$ cat src/core/iqr_defs.vh
`ifndef IQR_DEFS_VH
`define IQR_DEFS_VH

// byte addresses of 32-bit words (64-bit registers take two words)
`define IQR_OFF_HEAD_LO   8'h80
`define IQR_OFF_HEAD_HI   8'h84
`define IQR_OFF_TAIL_LO   8'h88
`define IQR_OFF_TAIL_HI   8'h8c
`define IQR_OFF_BASE_LO   8'h90
`define IQR_OFF_BASE_HI   8'h94
`define IQR_OFF_CMPL      8'h9c
`define IQR_OFF_CTRL      8'ha0
`define IQR_OFF_STAT      8'ha4

// field positions
`define IQR_OFS_MSB       18
`define IQR_OFS_LSB       4
`define IQR_BASE_LO_LSB   12
`define IQR_DW_BIT        11
`define IQR_QS_MSB        2
`define IQR_WDONE_BIT     0

// control register bits
`define IQR_CTRL_EN_BIT   0
// status register bits
`define IQR_ST_EN_BIT     0
`define IQR_ST_ERR_BIT    1
`define IQR_ST_EMPTY_BIT  2

// reset values
`define IQR_RST_64        64'h0
`define IQR_RST_OFS       15'h0000
`define IQR_RST_QS        3'h0

// entry counts: 2^(qs+8) for 128-bit, 2^(qs+7) for 256-bit
`define IQR_ENT_LOG_128   4'h8
`define IQR_ENT_LOG_256   4'h7

// ahb codes
`define IQR_HTRANS_NONSEQ 2'h2
`define IQR_HTRANS_SEQ    2'h3

`endif

$ cat src/core/iqr_regs.v
`include "iqr_defs.vh"

module iqr_regs #(
    parameter        QI_SUPPORT  = 1,   // queued invalidation implemented
    parameter        SMT_SUPPORT = 0,   // scalable_translation_support
    parameter        ADM_SUPPORT = 0,   // abort_dma_support
    parameter        HOST_ADDRESS_WIDTH         = 48   // host_address_width
) (
    input  wire        mclk,         // clock, 50 MHz
    input  wire        nrst,         // sync reset, active low
    input  wire        hsel,         // ahb slave select
    input  wire [31:0] haddr,        // ahb address
    input  wire [1:0]  htrans,       // ahb transfer type
    input  wire        hwrite,       // ahb write
    input  wire [2:0]  hsize,        // ahb size
    input  wire [31:0] hwdata,       // ahb write data
    input  wire        hready,       // ahb bus ready
    output reg  [31:0] hrdata,       // ahb read data
    output wire        hreadyout,    // ahb slave ready
    output wire        hresp,        // ahb response, always okay
    input  wire        desc_take,    // fetch engine consumed one descriptor
    input  wire        wait_done_if, // wait descriptor with irq flag completed
    output wire        fetch_req,    // descriptors pending (head != tail) while queue enabled and no queue error
    output wire [63:0] fetch_addr,   // address of descriptor at head
    output wire        queue_error,  // invalidation queue error level
    output wire        wait_done_new // new interrupt condition pulse
);
    reg  [14:0] tail_offset_ff;
    reg  [51:0] queue_base_address_ff;
    reg         descriptor_width_ff;
    reg  [2:0]  queue_size_log_ff;
    reg         wait_done_flag_ff;
    reg         enable_ff;
    reg         err_tail_ff;
    reg         err_dw_ff;
    reg         wnew_ff;
    reg  [63:0] fetch_addr_ff;

    reg         dph_wr_ff;
    reg         dph_rd_ff;
    reg  [7:0]  dph_addr_ff;

    reg  [14:0] nxt_tail;
    reg  [51:0] nxt_base;
    reg         nxt_dw;
    reg  [2:0]  nxt_qs;
    reg         nxt_wdone;
    reg         nxt_en;
    reg         nxt_err_tail;
    reg         nxt_err_dw;
    reg  [31:0] rd_mux;

    wire [14:0] head_offset;
    wire        empty;
    wire        addr_phase;
    wire [51:0] base_mask;
    wire [63:0] base_full;
    wire        dw_allowed;
    wire        qi_on;

    localparam [0:0] QI_ON = QI_SUPPORT ? 1'b1 : 1'b0;
    localparam [0:0] DW_OK = (SMT_SUPPORT || ADM_SUPPORT) ? 1'b1 : 1'b0;

    assign qi_on      = QI_ON;
    assign dw_allowed = DW_OK;

    // bits at/above HOST_ADDRESS_WIDTH are not stored, hence read back as zero
    genvar gi;
    generate
        for (gi = 0; gi < 52; gi = gi + 1) begin : g_mask
            assign base_mask[gi] = ((gi + `IQR_BASE_LO_LSB) < HOST_ADDRESS_WIDTH) ? 1'b1 : 1'b0;
        end
    endgenerate

    assign base_full = {queue_base_address_ff, 12'h000};

    iqr_head_ctr u_head (
        .mclk    (mclk),
        .nrst    (nrst),
        .enable  (enable_ff),
        .dw_256  (descriptor_width_ff),
        .qs      (queue_size_log_ff),
        .tail    (tail_offset_ff),
        .advance (desc_take),
        .head    (head_offset),
        .empty   (empty)
    );

    // fetching stops on any queue error
    assign fetch_req   = enable_ff && !empty && !queue_error;
    assign fetch_addr  = fetch_addr_ff;
    assign queue_error = err_tail_ff || err_dw_ff;
    assign wait_done_new = wnew_ff;

    // one wait state on reads, so a write just ahead of the read is already visible
    assign hreadyout = !dph_rd_ff;
    assign hresp     = 1'b0;
    assign addr_phase = hsel && hready && htrans[1];

    // ahb data phase bookkeeping
    always @(posedge mclk) begin
        if (!nrst) begin
            dph_wr_ff   <= 1'b0;
            dph_rd_ff   <= 1'b0;
            dph_addr_ff <= 8'h00;
        end else begin
            dph_rd_ff <= addr_phase && !hwrite;
            if (hready) begin
                dph_wr_ff   <= addr_phase && hwrite;
                dph_addr_ff <= {haddr[7:2], 2'b00};
            end
        end
    end

    always @* begin
        nxt_tail     = tail_offset_ff;
        nxt_base     = queue_base_address_ff;
        nxt_dw       = descriptor_width_ff;
        nxt_qs       = queue_size_log_ff;
        nxt_en       = enable_ff;
        nxt_wdone    = wait_done_flag_ff;
        nxt_err_tail = err_tail_ff;
        nxt_err_dw   = err_dw_ff;
        if (dph_wr_ff && qi_on) begin
            case (dph_addr_ff)
                `IQR_OFF_TAIL_LO: begin
                    nxt_tail = hwdata[`IQR_OFS_MSB:`IQR_OFS_LSB];
                end
                `IQR_OFF_BASE_LO: begin
                    nxt_base[19:0] = hwdata[31:`IQR_BASE_LO_LSB] & base_mask[19:0];
                    nxt_dw = hwdata[`IQR_DW_BIT];
                    nxt_qs = hwdata[`IQR_QS_MSB:0];
                end
                `IQR_OFF_BASE_HI: begin
                    nxt_base[51:20] = hwdata & base_mask[51:20];
                end
                `IQR_OFF_CMPL: begin
                    if (hwdata[`IQR_WDONE_BIT]) begin
                        nxt_wdone = 1'b0;
                    end
                end
                `IQR_OFF_CTRL: begin
                    nxt_en = hwdata[`IQR_CTRL_EN_BIT];
                    if (!hwdata[`IQR_CTRL_EN_BIT]) begin
                        nxt_err_tail = 1'b0;
                        nxt_err_dw   = 1'b0;
                    end
                end
                default: begin
                    nxt_en = enable_ff;
                end
            endcase
        end
        // checks on the values being written, so fetch never starts on a bad setup
        if (nxt_en && nxt_dw && nxt_tail[0]) begin
            nxt_err_tail = 1'b1;
        end
        if (nxt_en && nxt_dw && !dw_allowed) begin
            nxt_err_dw = 1'b1;
        end
        // set wins over a same-cycle clear
        if (wait_done_if && qi_on) begin
            nxt_wdone = 1'b1;
        end
    end

    always @(posedge mclk) begin
        if (!nrst) begin
            tail_offset_ff        <= `IQR_RST_OFS;
            queue_base_address_ff <= 52'h0;
            descriptor_width_ff   <= 1'b0;
            queue_size_log_ff     <= `IQR_RST_QS;
            wait_done_flag_ff     <= 1'b0;
            enable_ff             <= 1'b0;
            err_tail_ff           <= 1'b0;
            err_dw_ff             <= 1'b0;
            wnew_ff               <= 1'b0;
            fetch_addr_ff         <= `IQR_RST_64;
        end else begin
            tail_offset_ff        <= nxt_tail;
            queue_base_address_ff <= nxt_base;
            descriptor_width_ff   <= nxt_dw;
            queue_size_log_ff     <= nxt_qs;
            wait_done_flag_ff     <= nxt_wdone;
            enable_ff             <= nxt_en;
            err_tail_ff           <= nxt_err_tail;
            err_dw_ff             <= nxt_err_dw;
            // flag already set: not a fresh condition
            wnew_ff <= wait_done_if && qi_on && !wait_done_flag_ff;
            fetch_addr_ff <= base_full + {45'h0, head_offset, 4'h0};
        end
    end

    always @* begin
        rd_mux = 32'h0;
        case (dph_addr_ff)
            `IQR_OFF_HEAD_LO: rd_mux = {13'h0, head_offset, 4'h0};
            `IQR_OFF_TAIL_LO: rd_mux = {13'h0, tail_offset_ff, 4'h0};
            `IQR_OFF_BASE_LO: rd_mux = {queue_base_address_ff[19:0], descriptor_width_ff,
                                        8'h00, queue_size_log_ff};
            `IQR_OFF_BASE_HI: rd_mux = queue_base_address_ff[51:20];
            `IQR_OFF_CMPL:    rd_mux = {31'h0, wait_done_flag_ff};
            `IQR_OFF_CTRL:    rd_mux = {31'h0, enable_ff};
            `IQR_OFF_STAT:    rd_mux = {29'h0, empty, queue_error, enable_ff};
            default:          rd_mux = 32'h0;
        endcase
    end

    // loaded at the end of the wait state, stands until the next read
    always @(posedge mclk) begin
        if (!nrst) begin
            hrdata <= 32'h0;
        end else if (addr_phase && !hwrite) begin
            hrdata <= 32'h0;
        end else if (dph_rd_ff) begin
            hrdata <= qi_on ? rd_mux : 32'h0;
        end
    end
endmodule

$ cat src/core/iqr_head_ctr.v
`include "iqr_defs.vh"

module iqr_head_ctr (
    input  wire        mclk,         // clock
    input  wire        nrst,         // sync reset, active low
    input  wire        enable,       // queued invalidation enabled
    input  wire        dw_256,       // 256-bit descriptors
    input  wire [2:0]  qs,           // queue size log
    input  wire [14:0] tail,         // tail offset, 16-byte units
    input  wire        advance,      // one descriptor consumed
    output wire [14:0] head,         // head offset, 16-byte units
    output wire        empty         // head equals tail
);
    reg  [14:0] head_ff;
    reg  [14:0] nxt_head;
    wire [3:0]  ent_log;
    wire [15:0] limit;
    wire [15:0] step;
    wire [15:0] sum;

    // queue length in 16-byte units is 2^(qs+8) either way
    assign ent_log = dw_256 ? `IQR_ENT_LOG_256 : `IQR_ENT_LOG_128;
    assign limit   = 16'h0001 << (ent_log + {1'b0, qs} + {3'h0, dw_256});
    assign step    = dw_256 ? 16'h0002 : 16'h0001;
    assign sum     = {1'b0, head_ff} + step;

    assign empty = (head_ff == tail);
    assign head  = head_ff;

    always @* begin
        nxt_head = head_ff;
        if (!enable) begin
            nxt_head = `IQR_RST_OFS;
        end else if (advance && !empty) begin
            nxt_head = (sum >= limit) ? `IQR_RST_OFS : sum[14:0];
        end
    end

    always @(posedge mclk) begin
        if (!nrst) begin
            head_ff <= `IQR_RST_OFS;
        end else begin
            head_ff <= nxt_head;
        end
    end
endmodule

$ cat config.mk
export PLATFORM = sky130hd
export DESIGN_NAME = iqr_regs
export DESIGN_NICKNAME = d
export VERILOG_FILES = /design/src/core/iqr_regs.v /design/src/core/iqr_head_ctr.v
export VERILOG_INCLUDE_DIRS = /design/src /design/src/core
export SDC_FILE = /design/constraint.sdc
export NUM_CORES = 1
export LEC_CHECK = 0
export BUFFER_PORTS_ARGS = -buffer_cell sky130_fd_sc_hd__buf_4
export CORE_ASPECT_RATIO = 0.6
export CORE_MARGIN = 3
export CORE_UTILIZATION = 49
export DETAILED_ROUTE_END_ITERATION = 7
export PLACE_DENSITY = 0.76
export RECOVER_POWER = 100
export SYNTH_ARGS = -nofsm -noshare
export SYNTH_HDL_FRONTEND = slang
export SYNTH_SLANG_ARGS = --single-unit
$ cat constraint.sdc
create_clock -name mclk -period 3.94 [get_ports mclk]
set_clock_uncertainty 0.2 [all_clocks]
set_input_delay 0.394 -clock mclk [delete_from_list [all_inputs] [get_ports mclk]]
set_output_delay 0.394 -clock mclk [all_outputs]
set_load 0.03 [all_outputs]
# After elaboration in Yosys (flattened, before gate mapping)
# Cells that the tools add are included.
[classes] n_bitwise=1 n_eq_ne=10 n_shift=1 reduce_logical=31 muxes=19 n_addsub=4 magnitude_cmp=1
[op_table] op="$pmux 32 s7" n=1
[op_table] op="$add 48x19->49" n=1
[op_table] op="$eq 6x6->1 const B" n=7
[op_table] op="$add 15x16->16" n=1
[op_table] op="$ge 16x16->1" n=1
[op_table] op="$shl 1x4->16 const A" n=1
[op_table] op="$eq 15x15->1" n=1
[op_table] op="$mux 1" n=15
[op_table] op="$mux 15" n=1
[op_table] op="$reduce_bool 2->1" n=7
[op_table] op="$logic_and 1x1->1" n=10
[op_table] op="$reduce_and 3->1" n=3
[op_table] op="$reduce_and 2->1" n=4
[op_table] op="$logic_not 1->1" n=5
[op_table] op="$add 4x1->4" n=1
[op_table] op="$add 4x3->4" n=1
[op_table] op="$mux 4" n=1
[op_table] op="$ne 2x1->1 const B" n=2
[op_table] op="$mux 2" n=1
[op_table] op="$reduce_or 2->1" n=1
[op_table] op="$logic_or 1x1->1" n=1
[op_table] op="$not 1->1" n=1
[totals] ff_bits=179 output_inout_bits=101 inputBits=76 word_cells=84

# Logic depth before layout (Yosys ltp)
# Gate-level depths: netlist of run 1.
[depth] ltp_word=7 depth_mapped=16 ltp_nobuf=15

# Modules after synthesis
# Synthesis of run 1 repeated with hierarchy kept, for this count alone.
[hier_totals] hier_cells=947 hier_area_um2=8064.0
[by_module_without_submodules] module="iqr_regs" instances=1 area_per_inst_um2=6313.6 seq_area_each_um2=2902.8 cells_each=720
[by_module_without_submodules] module="iqr_head_ctr" instances=1 area_per_inst_um2=1750.4 seq_area_each_um2=300.3 cells_each=227

# Worst setup path before layout of run 1
# Ideal clock, no wire load.
[synth_path] path_type="register to register" from="reg descriptor_width_ff" to="reg u_head.head_ff[9], in the netlist u_head.head[9]" stages_incl_launch_ff=17 setup_time_ns=0.088 t_required_ns=3.652 arrival_time_ns=3.759 period_less_slack_ns=4.047 slack_ns=-0.107 path_buffers=2 cell_sequence="dfxtp_1 clkbuf_1 inv_1 ha_1 fa_1 nand3_1 nor2_1 and2_1 xnor2_1 inv_1 ha_1 a211oi_1 o32ai_1 nor3_1 nand3b_1 buf_2 o31ai_1"
[synth_between] elab_chain_cells=6 word_cells_on_any_way=8 cone_classes="add/sub: 3; order compare: 1; shift: 1; mux: 3"
[synth_lines] item="start, declared" line_no="iqr_regs.v:30" source="reg descriptor_width_ff;"
[synth_lines] item="start signal, assigned" line_no="iqr_regs.v:182" source="descriptor_width_ff <= nxt_dw;"
[synth_lines] item="$mux 4 (no source line)"
[synth_lines] item="$add 4x3->4" line_no="iqr_head_ctr.v:23" source="assign limit = 16'h0001 << (ent_log + {1'b0, qs} + {3'h0, dw_256});"
[synth_lines] item="$add 4x1->4" line_no="iqr_head_ctr.v:23"
[synth_lines] item="$shl 1x4->16" line_no="iqr_head_ctr.v:23"
[synth_lines] item="$ge 16x16->1" line_no="iqr_head_ctr.v:35" source="nxt_head = (sum >= limit) ? `IQR_RST_OFS : sum[14:0];"
[synth_lines] item="$mux 15 (*)" line_no="iqr_head_ctr.v:35"
[synth_lines] item="end signal, assigned" line_no="iqr_head_ctr.v:41" source="head_ff <= `IQR_RST_OFS;"
[synth_lines] item="end signal, assigned" line_no="iqr_head_ctr.v:43" source="head_ff <= nxt_head;"
[synth_lines] item="end, declared" line_no="iqr_head_ctr.v:14" source="reg [14:0] head_ff;"
# Mark *: on every way between the ends. The rest lies on a longest branch, timed or not.
# A chain may end at the register's enable or synchronous reset.

# Final worst setup path of run 1
[layout_path] from="reg descriptor_width_ff" to="reg u_head.head_ff[2], in the netlist u_head.head[2]"
# Same word-level chain as after synthesis.

==> results of run 1 <==
==> power breakdown <==
group,internal (mW),switching (mW)
Combinational,0.0418,0.0912
Clock,0.946,0.706
Sequential,1.62,0.00758
==> layout make-up <==
type | count | area share [%]
Multi-Input combinational cell | 694 | 45.7
Tap cell | 203 | 2.78
Timing Repair Buffer | 157 | 9.04
Inverter | 24 | 0.988
Clock buffer | 18 | 4.71
Sequential cell | 160 | 35.1
Clock inverter | 13 | 1.67
==> routing by layer <==
metal	vias up	routed length, um
li1	3484	-
met2	436	9190
met3	29	2530
met1	3427	10600
met4	0	265
met5	-	0
==> worst max-delay path: cells and delay by family (launching register included) <==
kind / cells / cell delay, ns
AOI/OAI and AO/OA: 3 / 0.67
xor gates and xnor gates: 1 / 0.20
adders and majority gates: 3 / 1.00
buffers and inverters: 4 / 0.58
DFF: 1 / 0.34
and+or+nand+nor: 4 / 0.61
==> metrics by stage <==
stage / utilization, % / hold slack [ns] / std cells / area (um^2) / worst slack (ns)
finish: 58.8 / 0.00270 / 1269 / 9120 / 0.221
floorplan: - / 0.205 / 962 / 7900 / 0.132
CTS: 61.2 / 0.00000755 / 1269 / 9490 / 0.278
global placement: 57.4 / 0.241 / 1237 / 8900 / 0.445
global route: 58.8 / 0.0207 / 1269 / 9120 / 0.0304
detailed placement: 57.4 / 0.245 / 1237 / 8900 / 0.296
==> state kept, by name, indices dropped and copies added, names as in the netlist <==
name / cells
enable_ff: 1
dph_addr_ff: 6
u_head.head: 15
err_dw_ff: 1
wait_done_new: 1
tail_offset_ff: 15
err_tail_ff: 1
fetch_addr: 45
descriptor_width_ff: 1
dph_rd_ff: 1
dph_wr_ff: 1
queue_size_log_ff: 3
wait_done_flag_ff: 1
hrdata: 32
queue_base_address_ff: 36
==> final timing paths <==
kind,from,depth (start not counted),endpoint
setup reg to reg,descriptor_width_ff,15,u_head.head[2]
setup / recovery,descriptor_width_ff,15,u_head.head[2]
hold reg to reg,err_dw_ff,1,err_dw_ff
hold / removal,haddr[2],3,dph_addr_ff[2]
==> repair_timing <==
action                                  CTS  global route
resized for setup                         0             1
endpoints found under the setup margin    0             4
endpoints found under the hold margin     1             0
hold buffers                              1             0
==> kinds of logic (layout without fill, tap and decap cells) <==
kind of cell               count (synthesis)  after routing  share of synthesized area, %
and+or+nand+nor                          380            380                          23.9
AOI/OAI and AO/OA                        200            200                          16.0
DFF                                      160            160                          41.0
buffers and inverters                    108            212                          6.59
xor gates and xnor gates                  50             50                          5.60
adders and majority gates                 32             32                          5.31
muxes                                     12             12                          1.55
other                                      1             20                        0.0479
==> cells in the mapped netlist, types with 6 or more instances <==
| master | n | share of area (%) |
|---|---|---|
| mux2i_1 | 11 | 1.4 |
| a32oi_1 | 6 | 0.67 |
| a222oi_1 | 15 | 1.9 |
| o31ai_1 | 7 | 0.67 |
| clkbuf_1 | 47 | 2.3 |
| buf_2 | 10 | 0.64 |
| nand2_1 | 112 | 5.4 |
| inv_1 | 23 | 1.1 |
| nor2_1 | 89 | 4.3 |
| o21ai_0 | 20 | 1.3 |
| dfxtp_1 | 160 | 41 |
| nand3_1 | 61 | 3.9 |
| or3_1 | 12 | 0.96 |
| and3_1 | 12 | 0.96 |
| xnor2_1 | 27 | 3.0 |
| xor2_1 | 23 | 2.6 |
| nand4_1 | 16 | 1.3 |
| a22oi_1 | 15 | 1.4 |
| ha_1 | 30 | 4.8 |
| nor4_1 | 8 | 0.64 |
| nand2b_1 | 6 | 0.48 |
| nor3_1 | 14 | 0.90 |
| nor2b_1 | 9 | 0.72 |
| buf_4 | 21 | 2.0 |
| a21oi_1 | 106 | 6.8 |
| and2_1 | 15 | 1.2 |
==> summary.md, run 1 <==
| Metric | Value |
|---|---|
| ANT nets after route | `0` |
| Initial core utilization | `50.5%` |
| Most frequent cells in the layout | `160 x dfxtp_1, 112 x nand2_1, 106 x a21oi_1` |
| Power Density | `374 nW/um^2` |
| Max clock buf depth | `2` |
| Area Growth Syn to Fin | `16.6%` |
| Relative slew slack | `7.13%` |
| Slowest cell delay on critical path | `0.46 ns` |
| Outcome | `complete, no violations` |
| CTS Sinks | `160` |
| CP Capture Type | `flop` |
| CP Launch Type | `flop` |
| Routed wire length | `22.6 mm` |
| H-Tree Depth | `4` |
| DR vias/cell | `5.81` |
| Gr usage total | `25.6%` |
| Pin count of the biggest net entering global routing | `37` |
| CTS clk-pin slew, worst paths | `0.07 ns` |
| Wire per inst | `17.8 um` |
| Pleak | `3.44 nW` |
| Vias in the first global route | `6731` |
| GPL Wtd Cong | `0.910` |
| DRC errors left | `0` |
| Asr flop ratio synth | `0%` |
| Slew Viols, Final | `0` |
| Cell Area, Synth | `7820 um^2` |
| Pwr Total | `3.41 mW` |
| # fillers | `1450` |
| Num ports | `177` |
| DR iter-0 viols | `902` |
| Met1 Use GR | `39.7%` |
| Vias post-DR | `7376` |
| Initial antenna violation count | `0` |
| Root buffer cell | `clkbuf_16` |
| Met2 usage | `35.8%` |
| HP Class | `input port to flop` |
| Crit-path cells | `inv_1, ha_1, fa_1, nand3_1, buf_4, nor3_1, xnor2_1, inv_1, ha_1, nand4_1, a2111oi_0, a21oi_1, nand3b_1, buf_4, o211ai_1` |
| Post-CTS setup buffer count | `0` |
| Crit path kind | `flop to flop` |
| Worst-path maximum fanout | `9` |
| Clock network latency to the later pin of the worst-skew pair | `0.42 ns` |
| DIE HEIGHT | `104 um` |
| Die area | `17600 um^2` |
| Final Hold Viols | `0` |
| Ys Warns | `0` |
| TNS Setup | `0 ns` |
| EDFF count, synth | `0` |
| Worst slew pin tran | `1.39 ns` |
| CP Data Required Time | `4.04 ns` |
| HPWL Detailed | `16.4 mm` |
| Synth cell types | `62` |
| Cells after synthesis | `943` |
| Synth Register Bits | `160` |
| R2r setup slk | `0.22 ns` |
| Synth Flop Type | `dfxtp_1` |
| Die Width | `169 um` |
| Worst EP arrival | `3.81 ns` |
| Number of core rows | `35` |
| Most common cell after layout, fill and taps aside | `dfxtp_1` |
| Sequential area share after synthesis | `41.0%` |
| Layout cell share with drive strength beyond 1 | `10.1%` |
| Final Cycle Share | `94.4%` |
| Met3 layer usage reported by global route | `6.15%` |
| CTS Buf Count | `17` |
| Final setup fails | `0` |
| Fmax | `269 MHz` |
| CP max stage cell | `fa_1` |
| Antenna diodes | `0` |
| NumNets Final | `1162` |
| Most used routing layer in global routing | `met1` |
| Area of the multi-input gates | `4170 um^2` |
| Gr ovfl total | `0` |
| IO buf count | `126` |
| Max VDD drop | `0.343 mV` |
| First-pass GRT wire length | `36.0 mm` |
| Crit path time final | `3.72 ns` |
| CTS tree | `built` |
| RSZ-0062 raised after global routing | `false` |
| Core ar. | `15500 um^2` |
| FF+latch area | `3200 um^2` |
| Max Cap Violations | `0` |
| Detailed Routing Iterations Pass 1 | `6` |
| Synthesized area per cell | `8.29 um^2` |
Power figures use the tool's default switching activity.
==> run 2: changes to the inputs <==
--- a/config.mk
+++ b/config.mk
@@ -10,9 +10,11 @@
 export CORE_ASPECT_RATIO = 0.6
 export CORE_MARGIN = 3
 export CORE_UTILIZATION = 49
+export CTS_CLUSTER_DIAMETER = 200
 export DETAILED_ROUTE_END_ITERATION = 7
 export PLACE_DENSITY = 0.76
 export RECOVER_POWER = 100
+export REMOVE_ABC_BUFFERS = 1
 export SYNTH_ARGS = -nofsm -noshare
 export SYNTH_HDL_FRONTEND = slang
 export SYNTH_SLANG_ARGS = --single-unit
==> run 2 against run 1 <==
- the run now ends with capacitance limit, slew limit left
- fmax rose by 0.55%
- wire length down 1.7%
- global-route usage decreased by 0.88 points
- count of clock-buffer cells in the layout stayed put
- via count decreased by 1.1%
- critical path depth is 9 lower
- setup slack gained 0.020 ns
- total power decreased by 1.2%
- non-clock buffer count is 6 higher
- largest power group is now registers
==> summary.md, run 2 (synthesis gave the netlist of run 1 again) <==
| Metric | Value |
|---|---|
| Max Cap Violations | `1 (was 0)` |
| Root buffer cell | `clkbuf_16 (unchanged)` |
| Slowest cell delay on critical path | `1.15 ns (was 0.46 ns)` |
| CP Launch Type | `flop (unchanged)` |
| Worst-path maximum fanout | `9 (unchanged)` |
| H-Tree Depth | `4 (unchanged)` |
| Pleak | `3.44 nW (about the same)` |
| DR iter-0 viols | `881 (was 902)` |
| IO buf count | `126 (unchanged)` |
| CP max stage cell | `nor4_1 (was fa_1)` |
| Die area | `17600 um^2 (unchanged)` |
| First-pass GRT wire length | `35.3 mm (was 36.0 mm)` |
| Power Density | `368 nW/um^2 (was 374 nW/um^2)` |
| Failing checks | `capacitance limit, slew limit` |
| Worst slew pin tran | `1.52 ns (was 1.39 ns)` |
| DR vias/cell | `5.72 (was 5.81)` |
| CP Data Required Time | `4.06 ns (was 4.04 ns)` |
| Worst Slack Setup Final | `0.241 ns (was 0.221 ns)` |
| Gr usage total | `24.7% (was 25.6%)` |
| Fmax | `270 MHz (was 269 MHz)` |
| HP Class | `input port to flop (unchanged)` |
| Worst EP arrival | `3.82 ns (was 3.81 ns)` |
| Num ports | `177 (unchanged)` |
| Final Cycle Share | `93.9% (was 94.4%)` |
| Slew Viols, Final | `47 (was 0)` |
| DIE HEIGHT | `104 um (unchanged)` |
| CP endpoint | `fetch_addr[47] (was u_head.head[2])` |
| Combinational power share | `4.0% (was 3.9%)` |
| Setup WS pre-CTS | `0.279 ns (was 0.296 ns)` |
| Area Growth Syn to Fin | `17.1% (was 16.6%)` |
| ANT nets after route | `0 (unchanged)` |
| DRC errors left | `0 (unchanged)` |
| Crit path kind | `flop to flop (unchanged)` |
| CTS Sinks | `160 (unchanged)` |
| NumNets Final | `1168 (was 1162)` |
| Max clock buf depth | `2 (unchanged)` |
| Crit-path leading delay family | `simple AND/OR/NAND/NOR gates (was adder cells)` |
| Final setup fails | `0 (unchanged)` |
| Outcome | `finished with violations (was complete, no violations)` |
| Cell Int Power | `2.51 mW (was 2.61 mW)` |
| R2r worst-path depth | `6 (was 15)` |
| Clock network latency to the later pin of the worst-skew pair | `0.42 ns (about the same)` |
| Relative slew slack | `-1.56% (was 7.13%)` |
| CTS tree | `built (unchanged)` |
| Net Sw Power | `863 uW (was 805 uW)` |
| Initial core utilization | `50.5% (unchanged)` |
| Vias in the first global route | `6684 (was 6731)` |
| Crit path time final | `3.70 ns (was 3.72 ns)` |
| Post-CTS setup buffer count | `0 (unchanged)` |
| Detailed Routing Iterations Pass 1 | `7 (was 6)` |
| Most common cell on crit path | `or3_1` |
| Max reg flops | `45 (unchanged)` |
| Pin count of the biggest net entering global routing | `47 (was 37)` |
| Crit-path cells | `nand4_1, nor4_1, nand4_4, or3_1, or3_1, a21oi_1 (was inv_1, ha_1, fa_1, nand3_1, buf_4, nor3_1, xnor2_1, inv_1, ha_1, nand4_1, a2111oi_0, a21oi_1, nand3b_1, buf_4, o211ai_1)` |
| Core ar. | `15500 um^2 (unchanged)` |
| Routed wire length | `22.2 mm (was 22.6 mm)` |
| Die Width | `169 um (unchanged)` |
| Gr ovfl total | `0 (unchanged)` |
| Placed Area | `8940 um^2 (was 8900 um^2)` |
| Max VDD drop | `0.280 mV (was 0.343 mV)` |
| Switch share | `25.6% (was 23.6%)` |
| Most common cell after layout, fill and taps aside | `dfxtp_1 (unchanged)` |
| Crit path from | `queue_base_address_ff[7] (was descriptor_width_ff)` |
| Layout cell share with drive strength beyond 1 | `11.1% (was 10.1%)` |
| Wire per inst | `17.4 um (was 17.8 um)` |
| Most frequent cells in the layout | `159 x dfxtp_1, 112 x nand2_1, 105 x a21oi_1 (was 160 x dfxtp_1, 112 x nand2_1, 106 x a21oi_1)` |
| Final Hold Viols | `0 (unchanged)` |
| CP Capture Type | `flop (unchanged)` |
| Final Cell Area | `9160 um^2 (was 9120 um^2)` |
| RSZ-0062 raised after global routing | `false (unchanged)` |
| Initial antenna violation count | `0 (unchanged)` |
| Sequential share of power | `48.3% (was 47.7%)` |
| Antenna diodes | `0 (unchanged)` |
| Clock share of power | `47.7% (was 48.4%)` |
| Number of core rows | `35 (unchanged)` |
| CTS clk-pin slew, worst paths | `0.07 ns (about the same)` |
| Vias post-DR | `7297 (was 7376)` |
| Crit path buf inv count | `0 (was 4)` |
| R2r setup slk | `0.24 ns (was 0.22 ns)` |
| R2R Path Start | `queue_base_address_ff[7] (was descriptor_width_ff)` |
| WP depth | `6 (was 15)` |
| HPWL Detailed | `15.6 mm (was 16.4 mm)` |
| GPL Wtd Cong | `0.905 (was 0.910)` |
| RR Endpoint | `fetch_addr[47] (was u_head.head[2])` |
| CTS Buf Count | `17 (unchanged)` |
==> run 2: cell count changes in the layout (fill, tap and decap cells not counted), sizes merged <==
cell / before / now
bufinv: 2 / 0
buf: 60 / 67
inv: 30 / 33
clkinvlp: 2 / 4
clkinv: 3 / 1
clkbuf: 114 / 113
==> run 2: through the flow <==
step           util (%)  hold WS (ns)  total power, mW  setup TNS [ns]  std cells
5_1_grt            59.1        0.0171             3.46               0       1276
3_5_place_dp       57.7         0.251             1.80               0       1243
4_1_cts            61.4       0.00538             3.39               0       1276
2_1_floorplan         -         0.205             1.73          -0.564        878
6_report           59.1        0.0144             3.37               0       1276
3_3_place_gp       57.7         0.234             1.80               0       1243
==> run 2: area by class of cell <==
type | count | area [um^2]
multi-input combinational | 694 | 4160
clock inverter | 14 | 143
clock buffer | 18 | 429
sequential | 160 | 3200
fill | 1452 | 6350
inverter | 24 | 90.1
tap | 203 | 254
timing repair buffer | 163 | 876
==> run 2: metal layers <==
layer	GRT usage [%]	wire [um]
met1	39.0	10500
met2	35.0	9080
met3	4.29	2440
met4	5.08	155
met5	0	0
==> run 2: worst reg2reg max path: cells and delay by family, from the launching register on <==
kind               cells  cell delay [ns]
AOI/OAI and AO/OA      1             0.22
and+or+nand+nor        5             2.71
DFF                    1             0.47
==> run 2: what timing repair did <==
item                                    4_1_cts  5_1_grt
resized for setup                             0        7
endpoints found under the setup margin        0        9
hold endpoints to repair                      2        0
hold buffers                                  1        0
==> run 2: how the worst min path moves through the flow <==
stage / end / slack, ns / depth (start not counted) / start
2_1_floorplan: wait_done_new / 0.21 / 1 / wait_done_flag_ff
3_3_place_gp: wait_done_new / 0.23 / 1 / wait_done_flag_ff
3_5_place_dp: wait_done_new / 0.25 / 1 / wait_done_flag_ff
4_1_cts: dph_addr_ff[7] / 0.005 / 3 / haddr[7]
5_1_grt: queue_base_address_ff[18] / 0.02 / 3 / hwdata[30]
6_report: dph_addr_ff[7] / 0.01 / 3 / haddr[7]
==> run 2: power by group through the flow <==
stage               combinational [mW]  clock (mW)  sequential, mW
global placement                 0.134           0            1.67
global route                     0.143        1.69            1.63
finish                           0.134        1.61            1.63
detailed placement               0.134           0            1.67
floorplan                       0.0597           0            1.67
CTS                              0.135        1.62            1.63
==> run 3: changes to the inputs <==
--- a/config.mk
+++ b/config.mk
@@ -6,13 +6,14 @@
 export SDC_FILE = /design/constraint.sdc
 export NUM_CORES = 1
 export LEC_CHECK = 0
+export ABC_AREA = 1
 export BUFFER_PORTS_ARGS = -buffer_cell sky130_fd_sc_hd__buf_4
 export CORE_ASPECT_RATIO = 0.6
 export CORE_MARGIN = 3
-export CORE_UTILIZATION = 49
+export CORE_UTILIZATION = 50
 export CTS_CLUSTER_DIAMETER = 200
 export DETAILED_ROUTE_END_ITERATION = 7
-export PLACE_DENSITY = 0.76
+export PLACE_DENSITY = 0.77
 export RECOVER_POWER = 100
 export REMOVE_ABC_BUFFERS = 1
 export SYNTH_ARGS = -nofsm -noshare
==> run 3 against run 2 <==
- the run now ends clean
- sequential share of layout area is 1.5 points lower
- count of clock-buffer cells in the layout decreased by 1
- global-route usage grew 2.4 points
- via count is 16% higher
- utilization increased by 1.6 points
- combinational power rose by 18%
- register-to-register slack better by 0.04 ns
- total power grew 6.3%
- synthesized cell count rose by 28%
- first-iteration DRC count is 23% higher
- critical path depth up 2
- sequential power about the same
- critical endpoint is now err_tail_ff
==> summary.md, run 3 <==
| Metric | Value |
|---|---|
| Outcome | `complete, no violations (was finished with violations)` |
| IO buf count | `126 (unchanged)` |
| Power Density | `375 nW/um^2 (was 368 nW/um^2)` |
| Wire per inst | `16.4 um (was 17.4 um)` |
| Worst EP arrival | `3.82 ns (about the same)` |
| Worst slew pin tran | `1.47 ns (was 1.52 ns)` |
| Fmax | `273 MHz (was 270 MHz)` |
| Pin count of the biggest net entering global routing | `82 (was 47)` |
| Asr flop ratio synth | `0% (unchanged)` |
| Synthesized area per cell | `6.86 um^2 (was 8.29 um^2)` |
| Routed wire length | `25.1 mm (was 22.2 mm)` |
| Synth cell types | `42 (was 62)` |
| Vias in the first global route | `7463 (was 6684)` |
| DR vias/cell | `5.53 (was 5.72)` |
| CTS tree | `built (unchanged)` |
| CP max stage cell | `nand4_1 (was nor4_1)` |
| Sequential area share after synthesis | `38.7% (was 41.0%)` |
| Crit path time final | `3.66 ns (was 3.70 ns)` |
| Initial core utilization | `52.5% (was 50.5%)` |
| Post-cts gate resize count | `0 (unchanged)` |
| Most common cell on crit path | `nand2_1 (was or3_1)` |
| Most frequent cells in the layout | `270 x nand2_1, 161 x nor2_1, 160 x dfxtp_1 (was 159 x dfxtp_1, 112 x nand2_1, 105 x a21oi_1)` |
| Slowest cell delay on critical path | `0.74 ns (was 1.15 ns)` |
| Area share of the largest cell type after synthesis | `38.7% (was 41.0%)` |
| Crit-path cells | `inv_1, nor2_1, nand4_1, inv_1, nand2_1, a211oi_1, nand2_1, nand2_1 (was nand4_1, nor4_1, nand4_4, or3_1, or3_1, a21oi_1)` |
| Synth Register Bits | `160 (unchanged)` |
| Most common cell after layout, fill and taps aside | `nand2_1 (was dfxtp_1)` |
| NumNets Final | `1425 (was 1168)` |
| Area Growth Syn to Fin | `15.6% (was 17.1%)` |
| Switch share | `23.5% (was 25.6%)` |
| Crit path buf inv count | `2 (was 0)` |
| Cell Int Power | `2.74 mW (was 2.51 mW)` |
| Initial antenna violation count | `0 (unchanged)` |
| Final Cycle Share | `92.8% (was 93.9%)` |
| Clock network latency to the later pin of the worst-skew pair | `0.43 ns (was 0.42 ns)` |
| Ys Warns | `0 (unchanged)` |
| Num ports | `177 (unchanged)` |
| Root buffer cell | `clkbuf_16 (unchanged)` |
| CTS Sinks | `160 (unchanged)` |
| Sequential share of power | `45.5% (was 48.3%)` |
| Final setup fails | `0 (unchanged)` |
| Setup WS pre-CTS | `0.490 ns (was 0.279 ns)` |
| Pleak | `3.98 nW (was 3.44 nW)` |
| CTS Buf Count | `17 (unchanged)` |
| Top-count cell post-synth | `nand2_1 (was dfxtp_1)` |
| Max VDD drop | `0.234 mV (was 0.280 mV)` |
| Met3 WL | `2.56 mm (was 2.44 mm)` |
| Core ar. | `15800 um^2 (was 15500 um^2)` |
| HPWL Detailed | `18.4 mm (was 15.6 mm)` |
| Slew Viols, Final | `0 (was 47)` |
| HP Class | `input port to flop (unchanged)` |
| Detailed Routing Iterations Pass 1 | `6 (was 7)` |
| GPL Wtd Cong | `0.919 (was 0.905)` |
| H-Tree Depth | `4 (unchanged)` |
| Area contributors post-synth | `dfxtp_1 39%, nand2_1 12%, nor2_1 7.3%, a21oi_1 7.2%, o21ai_0 5.8% (was dfxtp_1 41%, a21oi_1 6.8%, nand2_1 5.4%, ha_1 4.8%, nor2_1 4.3%)` |
| Final Hold Viols | `0 (unchanged)` |
| Die Width | `172 um (was 169 um)` |
| Vias post-DR | `8479 (was 7297)` |
| Crit path kind | `flop to flop (unchanged)` |
| DRC errors left | `0 (unchanged)` |
| Antenna diodes | `0 (unchanged)` |
| DR iter-0 viols | `1083 (was 881)` |
| Cell Area, Synth | `8280 um^2 (was 7820 um^2)` |
| Relative slew slack | `2.09% (was -1.56%)` |
| Net Sw Power | `843 uW (was 863 uW)` |
| Cells after synthesis | `1207 (was 943)` |
| DR top layer | `met4 (unchanged)` |
| Max clock buf depth | `2 (unchanged)` |
| ANT nets after route | `0 (unchanged)` |
| EDFF count, synth | `0 (unchanged)` |
| Met1 WL | `12.3 mm (was 10.5 mm)` |
| Max reg flops | `45 (unchanged)` |
| CP Launch Type | `flop (unchanged)` |
| Worst Slack Setup Final | `0.283 ns (was 0.241 ns)` |
| Combinational power share | `4.4% (was 4.0%)` |
| CTS clk-pin slew, worst paths | `0.07 ns (about the same)` |
| First-pass GRT wire length | `39.0 mm (was 35.3 mm)` |
| DIE HEIGHT | `106 um (was 104 um)` |
| Max Cap Violations | `0 (was 1)` |
| Die area | `18200 um^2 (was 17600 um^2)` |
| Clock share of power | `50.1% (was 47.7%)` |
| CP Capture Type | `flop (unchanged)` |
| Gr ovfl total | `0 (unchanged)` |
| Gr usage total | `27.1% (was 24.7%)` |
| TNS Setup | `0 ns (unchanged)` |
| CP Data Required Time | `4.11 ns (was 4.06 ns)` |
| Number of core rows | `35 (unchanged)` |
| RSZ-0062 raised after global routing | `false (unchanged)` |
| Layout cell share with drive strength beyond 1 | `8.05% (was 11.1%)` |
| Synth Flop Type | `dfxtp_1 (unchanged)` |
| Crit-path leading delay family | `simple AND/OR/NAND/NOR gates (unchanged)` |
| Met2 routed WL | `9.79 mm (was 9.08 mm)` |
| Area leader, netlist | `dfxtp_1 (unchanged)` |
| Worst-path maximum fanout | `29 (was 9)` |
| Most frequent cells after synthesis | `270 x nand2_1, 160 x dfxtp_1, 160 x nor2_1 (was 160 x dfxtp_1, 112 x nand2_1, 106 x a21oi_1)` |
==> run 3: changes by cell type in the layout (fill, tap and decap cells not counted), sizes merged, moves of 12 or more <==
cell | previous run | this run
a21oi | 106 | 134
xnor2 | 27 | 2
or3 | 12 | 0
nor2 | 89 | 165
inv | 33 | 135
buf | 67 | 48
xor2 | 23 | 11
o22ai | 0 | 17
o21ai | 20 | 97
a222oi | 15 | 0
nand2 | 112 | 271
a22oi | 15 | 1
and2 | 17 | 2
==> run 3: area by class of cell <==
| type | count | area [um^2] |
|---|---|---|
| tap | 203 | 254 |
| sequential | 160 | 3200 |
| clock inverter | 14 | 201 |
| fill | 1483 | 6190 |
| multi-input combinational | 869 | 4250 |
| timing repair buffer | 139 | 744 |
| clock buffer | 17 | 425 |
| inverter | 130 | 488 |
==> run 3: final timing paths <==
kind,startpoint,endpoint,slack [ns],cells past startpoint
worst max-delay path,dph_addr_ff[7],err_tail_ff,0.28,8
worst min register to register,hrdata[16],hrdata[16],0.27,2
worst min-delay path,hwdata[19],queue_base_address_ff[7],0.01,3
worst max register to register,dph_addr_ff[7],err_tail_ff,0.28,8
==> run 3: worst min-delay path: stages <==
cell and delay (ns):
buf_4 0.08, nor2_1 0.04, nor2_1 0.09
==> run 3: logic make-up (layout without fill, tap and decap cells) <==
logic type / Yosys count / after routing / synth area share (%)
and+or+nand+nor: 543 / 543 / 27.3
adders and majority gates: 32 / 32 / 5.02
DFF: 160 / 160 / 38.7
buffers and inverters: 197 / 300 / 10.3
other: 1 / 20 / 0.0453
xor gates and xnor gates: 13 / 13 / 1.38
AOI/OAI and AO/OA: 261 / 261 / 17.2
==> run 3: per-stage QoR <==
step	hold slack (ns)	instances	instance area, um^2	utilization, %	total power [mW]
3_5_place_dp	0.256	1495	9240	58.6	1.82
4_1_cts	0.00755	1532	9920	62.9	3.59
2_1_floorplan	0.221	1159	7980	-	1.74
6_report	0.0117	1532	9570	60.7	3.59
5_1_grt	0.0114	1532	9570	60.7	3.67
3_3_place_gp	0.254	1495	9240	58.6	1.82
==> run 3: layer usage <==
layer	track usage, %	vias to the layer above
li1	-	4124
met1	42.7	3866
met2	36.4	442
met3	6.03	47
met4	7.40	0
met5	0	-
==> run 3: power groups by stage <==
stage          Sequential [mW]  Combinational (mW)  Clock, mW
4_1_cts                   1.63               0.159       1.80
3_3_place_gp              1.67               0.152          0
3_5_place_dp              1.67               0.153          0
2_1_floorplan             1.67              0.0722          0
5_1_grt                   1.63               0.170       1.87
6_report                  1.63               0.158       1.80
==> run 3: repair_timing <==
item                      4_1_cts  5_1_grt
setup buffers                   0        0
hold endpoints to repair        6        0
hold buffers                    6        0
